==> config.mk <==
export PLATFORM = sky130hd
export DESIGN_NAME = sasq_top
export DESIGN_NICKNAME = d
export VERILOG_FILES = /design/src/sasq_pkg.sv /design/src/sasq_reg_if.sv /design/src/sasq_regs.sv /design/src/sasq_top.sv
export SDC_FILE = /design/constraint.sdc
export NUM_CORES = 1
export LEC_CHECK = 0
export BUFFER_PORTS_ARGS = -buffer_cell sky130_fd_sc_hd__buf_2
export CORE_MARGIN = 2
export CORE_UTILIZATION = 45
export CTS_CLUSTER_DIAMETER = 40
export DETAILED_ROUTE_END_ITERATION = 8
export GPL_TIMING_DRIVEN = 0
export MAX_ROUTING_LAYER = met4
export PLACE_DENSITY = 0.64
export SLEW_MARGIN = 20
export SYNTH_ARGS = -nofsm -noshare
export SYNTH_HDL_FRONTEND = slang
export SYNTH_HIERARCHICAL = 1
export SYNTH_SLANG_ARGS = --single-unit
==> constraint.sdc <==
create_clock -name i_clk -period 3 [get_ports i_clk]
set_input_delay 0.6 -clock i_clk [delete_from_list [all_inputs] [get_ports i_clk]]
set_output_delay 0.6 -clock i_clk [all_outputs]
set_load 0.02 [all_outputs]
==> src/sasq_pkg.sv <==
// Shared constants and types for the SAR converter sequencer
package sasq_pkg;

  localparam int unsigned ADDR_W      = 16;
  localparam int unsigned DATA_W      = 8;
  localparam int unsigned RES_BITS    = 10;
  localparam int unsigned STEP_W      = 4;
  localparam int unsigned CHAN_W      = 3;

  // Register byte addresses
  localparam logic [15:0] MODE_OFFSET     = 16'hff80;
  localparam logic [15:0] CHAN_OFFSET     = 16'hff84;
  localparam logic [15:0] RESULT_LO_OFF   = 16'hff14;
  localparam logic [15:0] RESULT_HI_OFF   = 16'hff15;

  // Reset values
  localparam logic [7:0]  MODE_RESET      = 8'h00;
  localparam logic [7:0]  CHAN_RESET      = 8'h00;
  localparam logic [15:0] RESULT_RESET    = 16'h0000;

  // Mode register fields
  localparam int unsigned MODE_ENABLE_BIT = 7;
  localparam int unsigned MODE_TIME_LSB   = 3;
  localparam int unsigned MODE_BIAS_BIT   = 0;
  localparam logic [7:0]  MODE_RW_MASK    = 8'hb9;
  localparam logic [7:0]  CHAN_RW_MASK    = 8'h07;

  // Result alignment: ten bits left-aligned in sixteen
  localparam int unsigned RESULT_SHIFT    = 6;

  // Conversion lengths in main-clock cycles per time code
  localparam int unsigned CONV_CYC_144    = 144;
  localparam int unsigned CONV_CYC_120    = 120;
  localparam int unsigned CONV_CYC_96     = 96;
  localparam int unsigned CONV_CYC_72     = 72;
  localparam int unsigned CONV_CYC_60     = 60;
  localparam int unsigned CONV_CYC_48     = 48;
  // Two sample units plus ten comparison units
  localparam int unsigned SAMPLE_UNITS    = 2;
  localparam int unsigned UNITS_PER_CONV  = SAMPLE_UNITS + RES_BITS;

  localparam logic [9:0]  SAR_FIRST_TRIAL = 10'h200;

  typedef enum logic [2:0] {
    SASQ_IDLE   = 3'b001,
    SASQ_SAMPLE = 3'b010,
    SASQ_CMP    = 3'b100
  } sasq_state_type;

  // Cycles of one unit for a time code; prohibited codes use the longest
  function automatic logic [STEP_W-1:0] sasq_unit_cycles(
    input logic [2:0] code
  );
    int unsigned n;
    n = CONV_CYC_144;
    case (code)
      3'h0:    n = CONV_CYC_144;
      3'h1:    n = CONV_CYC_120;
      3'h2:    n = CONV_CYC_96;
      3'h4:    n = CONV_CYC_72;
      3'h5:    n = CONV_CYC_60;
      3'h6:    n = CONV_CYC_48;
      default: n = CONV_CYC_144;
    endcase
    return STEP_W'(n / UNITS_PER_CONV);
  endfunction

endpackage

==> src/sasq_reg_if.sv <==
// Carrier between register file and conversion sequencer
interface sasq_reg_if;
  import sasq_pkg::*;

  logic [7:0]          mode;
  logic [CHAN_W-1:0]   chan;
  logic                cfg_write;
  logic                done;
  logic [RES_BITS-1:0] sar_value;

  modport regs (
    output mode,
    output chan,
    output cfg_write,
    input  done,
    input  sar_value
  );

  modport seq (
    input  mode,
    input  chan,
    input  cfg_write,
    output done,
    output sar_value
  );
endinterface

==> src/sasq_regs.sv <==
// Processor-facing mode, channel and result registers
module sasq_regs
  import sasq_pkg::*;
(
  input  wire logic                 i_clk,
  input  wire logic                 i_rst_n,
  input  wire logic [ADDR_W-1:0]    i_bus_addr,
  input  wire logic                 i_bus_wr,
  input  wire logic [DATA_W-1:0]    i_bus_wmask,
  input  wire logic [DATA_W-1:0]    i_bus_wdata,
  input  wire logic                 i_bus_rd,
  output logic      [15:0]          o_bus_rdata,
  output logic                      o_irq,
  sasq_reg_if.regs                  cif
);
  import sasq_pkg::*;

  function automatic logic hit(input logic [15:0] a, input logic [15:0] off);
    return a == off;
  endfunction

  logic [7:0]  mode;
  logic [7:0]  chan;
  logic [15:0] result;
  logic [15:0] next_rdata;

  wire mode_wr = i_bus_wr && hit(i_bus_addr, MODE_OFFSET);
  wire chan_wr = i_bus_wr && hit(i_bus_addr, CHAN_OFFSET);
  // Bit writes carry a one-hot mask, byte writes carry all ones
  wire [7:0] mode_new = ((mode & ~i_bus_wmask) | (i_bus_wdata & i_bus_wmask))
                        & MODE_RW_MASK;
  wire [7:0] chan_new = ((chan & ~i_bus_wmask) | (i_bus_wdata & i_bus_wmask))
                        & CHAN_RW_MASK;
  // A configuration write beats a finishing conversion
  wire take_result = cif.done && !(mode_wr || chan_wr);
  wire [15:0] aligned = {cif.sar_value, 6'h00};

  assign cif.mode      = mode;
  assign cif.chan      = chan[CHAN_W-1:0];
  assign cif.cfg_write = mode_wr || chan_wr;

  always_comb begin
    next_rdata = 16'h0000;
    if (hit(i_bus_addr, MODE_OFFSET)) begin
      next_rdata = {8'h00, mode};
    end else if (hit(i_bus_addr, CHAN_OFFSET)) begin
      next_rdata = {8'h00, chan};
    end else if (hit(i_bus_addr, RESULT_LO_OFF)) begin
      next_rdata = result;
    end else if (hit(i_bus_addr, RESULT_HI_OFF)) begin
      next_rdata = {8'h00, result[15:8]};
    end
  end

  always_ff @(posedge i_clk or negedge i_rst_n) begin
    if (!i_rst_n) begin
      mode <= MODE_RESET;
      chan <= CHAN_RESET;
    end else begin
      if (mode_wr) begin
        mode <= mode_new;
      end
      if (chan_wr) begin
        chan <= chan_new;
      end
    end
  end

  // Read samples the old value, so a read racing an update is served first
  always_ff @(posedge i_clk or negedge i_rst_n) begin
    if (!i_rst_n) begin
      result      <= RESULT_RESET;
      o_bus_rdata <= 16'h0000;
      o_irq       <= 1'b0;
    end else begin
      if (i_bus_rd) begin
        o_bus_rdata <= next_rdata;
      end
      if (take_result) begin
        result <= aligned;
      end
      o_irq <= take_result;
    end
  end
endmodule

==> src/sasq_top.sv <==
// SAR converter sequencer top: reset, comparator sync and bit sequencing
//
// Overview of operation
// - Mode register resets to zero; bit and byte writes both accepted.
// - Enable bit 7 set starts converting the selected channel; clear disables.
// - Time code in bits 5..3 picks 144/120/96/72/60/48 clock cycles.
// - Mode bit 0 runs or stops the reference bias circuit.
// - Channel register resets to zero; bit and byte writes both accepted.
// - Channel bits 2..0 pick input 0 to 7 in straight binary.
// - After sample and hold, bits resolve MSB first from half scale.
// - Trial bit kept when input at or above tap, else cleared.
// - All ten bits done: result latched and end request raised together.
// - Finished conversion restarts automatically until disabled or rewritten.
// - Mode or channel write cancels a conversion; restarts if still enabled.
// - Mode write with enable zero stops conversion at once.
// - Reset clears the result register to zero.
// - Standby halts the converter.
// - Start only by software register write or by leaving standby with enable set; single channel select operation.
// - Result sits left-aligned in sixteen bits, low six bits zero.
// - A result read racing an update is served before the update.
// - A configuration write racing an update wins; no update, no request.
module sasq_top
  import sasq_pkg::*;
(
  input  wire logic                 i_clk,
  input  wire logic                 i_rst_n,
  input  wire logic [ADDR_W-1:0]    i_bus_addr,
  input  wire logic                 i_bus_wr,
  input  wire logic [DATA_W-1:0]    i_bus_wmask,
  input  wire logic [DATA_W-1:0]    i_bus_wdata,
  input  wire logic                 i_bus_rd,
  output logic      [15:0]          o_bus_rdata,
  input  wire logic                 i_standby,
  input  wire logic                 i_comp_ge,
  output logic                      o_bias_enable,
  output logic                      o_sample,
  output logic      [CHAN_W-1:0]    o_channel,
  output logic      [RES_BITS-1:0]  o_tap,
  output logic                      o_conv_active,
  output logic                      o_conversion_end_irq
);
  import sasq_pkg::*;

  logic rst_s1;
  logic rst_n_sync;

  // Assert at once, release through two flops
  always_ff @(posedge i_clk or negedge i_rst_n) begin
    if (!i_rst_n) begin
      rst_s1     <= 1'b0;
      rst_n_sync <= 1'b0;
    end else begin
      rst_s1     <= 1'b1;
      rst_n_sync <= rst_s1;
    end
  end

  sasq_reg_if cif ();

  sasq_regs u_regs (
    .i_clk       (i_clk),
    .i_rst_n     (rst_n_sync),
    .i_bus_addr  (i_bus_addr),
    .i_bus_wr    (i_bus_wr),
    .i_bus_wmask (i_bus_wmask),
    .i_bus_wdata (i_bus_wdata),
    .i_bus_rd    (i_bus_rd),
    .o_bus_rdata (o_bus_rdata),
    .o_irq       (o_conversion_end_irq),
    .cif         (cif)
  );

  // Comparator and standby come from outside the clock domain
  logic cmp_s1;
  logic cmp_s2;
  logic cmp_s3;
  logic cmp_q;
  logic sby_s1;
  logic sby_s2;
  logic sby_s3;
  logic sby_q;

  always_ff @(posedge i_clk or negedge rst_n_sync) begin
    if (!rst_n_sync) begin
      cmp_s1 <= 1'b0;
      cmp_s2 <= 1'b0;
      cmp_s3 <= 1'b0;
      cmp_q  <= 1'b0;
      sby_s1 <= 1'b0;
      sby_s2 <= 1'b0;
      sby_s3 <= 1'b0;
      sby_q  <= 1'b0;
    end else begin
      cmp_s1 <= i_comp_ge;
      cmp_s2 <= cmp_s1;
      cmp_s3 <= cmp_s2;
      sby_s1 <= i_standby;
      sby_s2 <= sby_s1;
      sby_s3 <= sby_s2;
      if (cmp_s2 == cmp_s3) begin
        cmp_q <= cmp_s3;
      end
      if (sby_s2 == sby_s3) begin
        sby_q <= sby_s3;
      end
    end
  end

  sasq_state_type      state;
  sasq_state_type      next_state;
  logic [STEP_W-1:0]   cnt;
  logic                unit;
  logic [3:0]          bit_idx;
  logic [RES_BITS-1:0] sar;
  logic                done;
  logic [RES_BITS-1:0] done_value;

  wire [STEP_W-1:0] unit_len =
    sasq_unit_cycles(cif.mode[MODE_TIME_LSB +: 3]);
  wire run      = cif.mode[MODE_ENABLE_BIT] && !sby_q;
  wire unit_end = (cnt == unit_len - STEP_W'(1));
  // Trial bit decided from the comparator at the end of each unit
  // Comparator taken once the last two stages agree, a cycle ahead of
  // the filtered flop, so a four-cycle unit still sees its own tap
  wire cmp_now = (cmp_s2 == cmp_s3) ? cmp_s3 : cmp_q;
  wire [RES_BITS-1:0] decided =
    cmp_now ? sar : (sar & ~(RES_BITS'(1) << bit_idx));
  wire last_bit = (bit_idx == 4'h0);
  wire first_trial = (state == SASQ_SAMPLE) && (next_state == SASQ_CMP);
  wire step_trial  = (state == SASQ_CMP) && (next_state == SASQ_CMP)
                     && unit_end;
  wire [RES_BITS-1:0] next_trial =
    decided | (RES_BITS'(1) << (bit_idx - 4'h1));
  // Tap leaves on the deciding edge; a late tap would eat the sync margin
  wire [RES_BITS-1:0] next_sar =
    first_trial ? SAR_FIRST_TRIAL : (step_trial ? next_trial : sar);

  always_comb begin
    next_state = state;
    case (state)
      SASQ_IDLE: begin
        // Opens a conversion in any cycle that is enabled, not halted and free of a config write
        if (run && !cif.cfg_write) begin
          next_state = SASQ_SAMPLE;
        end
      end
      SASQ_SAMPLE: begin
        if (unit_end && unit) begin
          next_state = SASQ_CMP;
        end
      end
      SASQ_CMP: begin
        if (unit_end && last_bit) begin
          next_state = SASQ_SAMPLE;
        end
      end
      default: next_state = SASQ_IDLE;
    endcase
    // Any config write cancels; a disabled or halted run stops at once
    if (cif.cfg_write || !run) begin
      next_state = SASQ_IDLE;
    end
  end

  always_ff @(posedge i_clk or negedge rst_n_sync) begin
    if (!rst_n_sync) begin
      state <= SASQ_IDLE;
    end else begin
      state <= next_state;
    end
  end

  always_ff @(posedge i_clk or negedge rst_n_sync) begin
    if (!rst_n_sync) begin
      cnt        <= '0;
      unit       <= 1'b0;
      bit_idx    <= 4'h9;
      sar        <= '0;
      done       <= 1'b0;
      done_value <= '0;
    end else begin
      done <= 1'b0;
      if (state != next_state || state == SASQ_IDLE) begin
        cnt <= '0;
      end else if (unit_end) begin
        cnt <= '0;
      end else begin
        cnt <= cnt + STEP_W'(1);
      end
      if (next_state == SASQ_SAMPLE && state != SASQ_SAMPLE) begin
        unit <= 1'b0;
      end else if (state == SASQ_SAMPLE && unit_end) begin
        unit <= 1'b1;
      end
      if (first_trial) begin
        sar     <= next_sar;
        bit_idx <= 4'h9;
      end else if (step_trial) begin
        sar     <= next_sar;
        bit_idx <= bit_idx - 4'h1;
      end else if (state == SASQ_CMP && unit_end && last_bit) begin
        sar        <= decided;
        done_value <= decided;
        // A write or halt on the deciding edge drops the report
        done       <= (next_state == SASQ_SAMPLE);
      end
    end
  end

  assign cif.done      = done;
  assign cif.sar_value = done_value;

  always_ff @(posedge i_clk or negedge rst_n_sync) begin
    if (!rst_n_sync) begin
      o_bias_enable <= 1'b0;
      o_sample      <= 1'b0;
      o_channel     <= '0;
      o_tap         <= '0;
      o_conv_active <= 1'b0;
    end else begin
      o_bias_enable <= cif.mode[MODE_BIAS_BIT] && !sby_q;
      o_sample      <= (next_state == SASQ_SAMPLE);
      o_channel     <= cif.chan;
      o_tap         <= (next_state == SASQ_CMP) ? next_sar : '0;
      o_conv_active <= (next_state != SASQ_IDLE);
    end
  end
endmodule

==> results by group <==
Place
  – Pre-CTS WS: -0.184 ns
  – Routability cong.: 0.904
  – Post-DP HPWL: 6.95 mm
  – Area after DPL: 0.00490 sq mm
  – # port buffers: 67

Critical path
  – Slowest stage delay, CP: 0.66 ns
  – Crit Path Max Fanout: 5
  – Most frequent CP cell: nor2_1
  – End of the worst register-to-register path: o_tap[9]
  – Critical Path AT: 2.99 ns
  – Worst R2R Setup Slack: 0.31 ns
  – FF-to-FF path depth: 10
  – Slowest cell on the critical path: nor4_1
  – Startpoint types: input pin
  – Setup crit end kind: flip-flop
  – Critical path required time: 3.22 ns
  – Worst setup path category: in2reg
  – CP cell instances: buf_2, nand4bb_1, nor2_1, and3_1, or3b_4, nor4_1, nand3_1, o31a_1, a21oi_1, nor2_1

Run status
  – Outcome: finished clean

Synthesis
  – Mapped Area: 0.00437 sq mm
  – Synth Warn #: 6
  – Post-synth net total: 439
  – Avg Inst Size Synth: 11.1 sq um
  – Post-Syn Instances: 393

Floorplanning
  – Total core area: 0.00933 sq mm
  – Die area: 0.0105 sq mm
  – Initial Util: 0.468
  – Row Count: 35
  – Top-Level Pins: 71
  – Die Height: 103 um
  – Chip width: 103 um

Min path
  – HP Start: i_comp_ge
  – Hold Path Cell Cnt: 1
  – Hold Crit Class: in2reg
  – Worst Hold Path EP: cmp_s1

Timing
  – Setup_tns: 0 ns
  – Hold WS: 0.341 ns
  – Final Skew: 0.00802 ns
  – Actual slew at the worst max-slew pin: 0.728 ns
  – Tmin final: 2.76 ns
  – Final worst path period share: 0.920
  – Final hold viol count: 0
  – Slew Limit Headroom: 0.511
  – Max Clock Freq: 362 MHz
  – Pins Over Slew Limit: 0
  – RSZ-0062 raised after global routing: false
  – Setup ws final: 0.239 ns
  – Setup-failing EPs final: 0

Finish
  – Final instance area: 0.00522 sq mm
  – Commonest non-fill, non-tap cell in the layout: dfrtp_1
  – Fin nets: 521
  – Area Growth Syn to Fin: 19.4%
  – Diode count: 0
  – Ratio of cells with drive above 1 in the final layout: 0.288
  – Highest-count cells in the layout ignoring fill and taps: dfrtp_1 (90), buf_2 (70), nand2_1 (35)

Global route
  – Grt total ovfl: 0
  – GRT Total Usage: 0.199
  – Largest net degree at the start of global routing: 48
  – First-pass GRT wire length: 15.6 mm
  – Vias in the first global route: 3,161
  – Initial antenna violation count: 0

Pwr
  – Clock network power share: 0.451
  – Comb pwr share: 0.028
  – Seq pwr share: 0.521
  – Switching pwr: 501 uW
  – Peak VDD IR: 237 uV
  – PD cells: 474 mW/mm^2
  – Switching Fraction: 0.203
  – P_leak: 0.00252 uW
  – Power Internal: 1970 uW

Detailed routing
  – 1st-pass router iterations: 4
  – DRC: 0
  – Detailed router's first-iteration violation count: 179
  – Vias per inst: 5.43
  – WL/cell: 15.8 um
  – Vias: 3,309
  – Antenna-violating nets left: 0
  – Total Wirelength: 9.59 mm

CTS
  – Worst-path clk slew: 0.09 ns
  – CTS H-tree lvls: 3
  – Clk root buf: clkbuf_8
  – CTS Sinks: 94
  – Clock tree from TritonCTS: yes
  – CTS Buffer Depth: 2
  – Clock latency at the later pin of the worst-skew pair: 0.36 ns
  – Cts bufs inserted: 9

Run
  – Max cap viols: 0
-- per-stage QoR --
stage	utilization	power [uW]	cells
2_1_floorplan	-	1340	393
6_report	0.559	2470	609
3_3_place_gp	0.522	1380	589
5_1_grt	0.559	2570	609
3_5_place_dp	0.525	1390	590
4_1_cts	0.556	2510	607
-- worst max-delay path by stage --
stage          cells past startpoint               endpoint          start
2_1_floorplan                      0             bit_idx[1]     rst_n_sync
3_3_place_gp                       0  u_regs/o_bus_rdata[3]     rst_n_sync
3_5_place_dp                       9             bit_idx[2]  i_bus_addr[6]
4_1_cts                           11               o_tap[3]      flip-flop
5_1_grt                           10                 sar[6]  i_bus_addr[6]
6_report                          10                 sar[6]  i_bus_addr[6]
-- registers in the layout, indices dropped and copies added, names as in the netlist, 3 cells and up, named ones only --
register,count
u_regs/o_bus_rdata,16
state,3
sar,10
bit_idx,4
o_channel,3
u_regs/result,10
cif.sar_value,10
cnt,4
o_tap,10
-- critical path: cells and delay by family --
kind / cells / cell delay (ns)
compound gates: 2 / 0.43
simple gates: 7 / 1.88
buf+inv: 1 / 0.07
-- per-layer routing --
| layer | routed length, um | vias up | GRT usage |
|---|---|---|---|
| met5 | 0 | - | - |
| met4 | 100 | 0 | 0.0513 |
| met3 | 511 | 11 | 0.0481 |
| met2 | 4680 | 90 | 0.322 |
| met1 | 4300 | 1625 | 0.253 |
| li1 | - | 1583 | - |
-- timing repair --
item,CTS,global route
resized for setup,0,6
hold buffers,1,0
setup buffers,0,2
endpoints found under the setup margin,0,16
endpoints found under the hold margin,2,0
-- final cells by class --
cell class / instances / area (sq um)
buffer: 18 / 100
clock buffer: 10 / 138
clock inverter: 6 / 140
fill: 814 / 4110
inverter: 13 / 48.8
multi-input combinational: 268 / 1880
sequential: 94 / 2360
tap: 129 / 161
timing repair buffer: 71 / 388
-- power by group through the flow --
stage,registers (uW),clock network [uW],logic [uW]
after CTS,1290,1150,69.9
after global placement,1330,0,51.5
after global routing,1290,1200,76.5
after floorplan,1320,0,20.0
final,1290,1120,68.4
after detailed placement,1320,0,68.6
(Power assumes the default switching activity.)
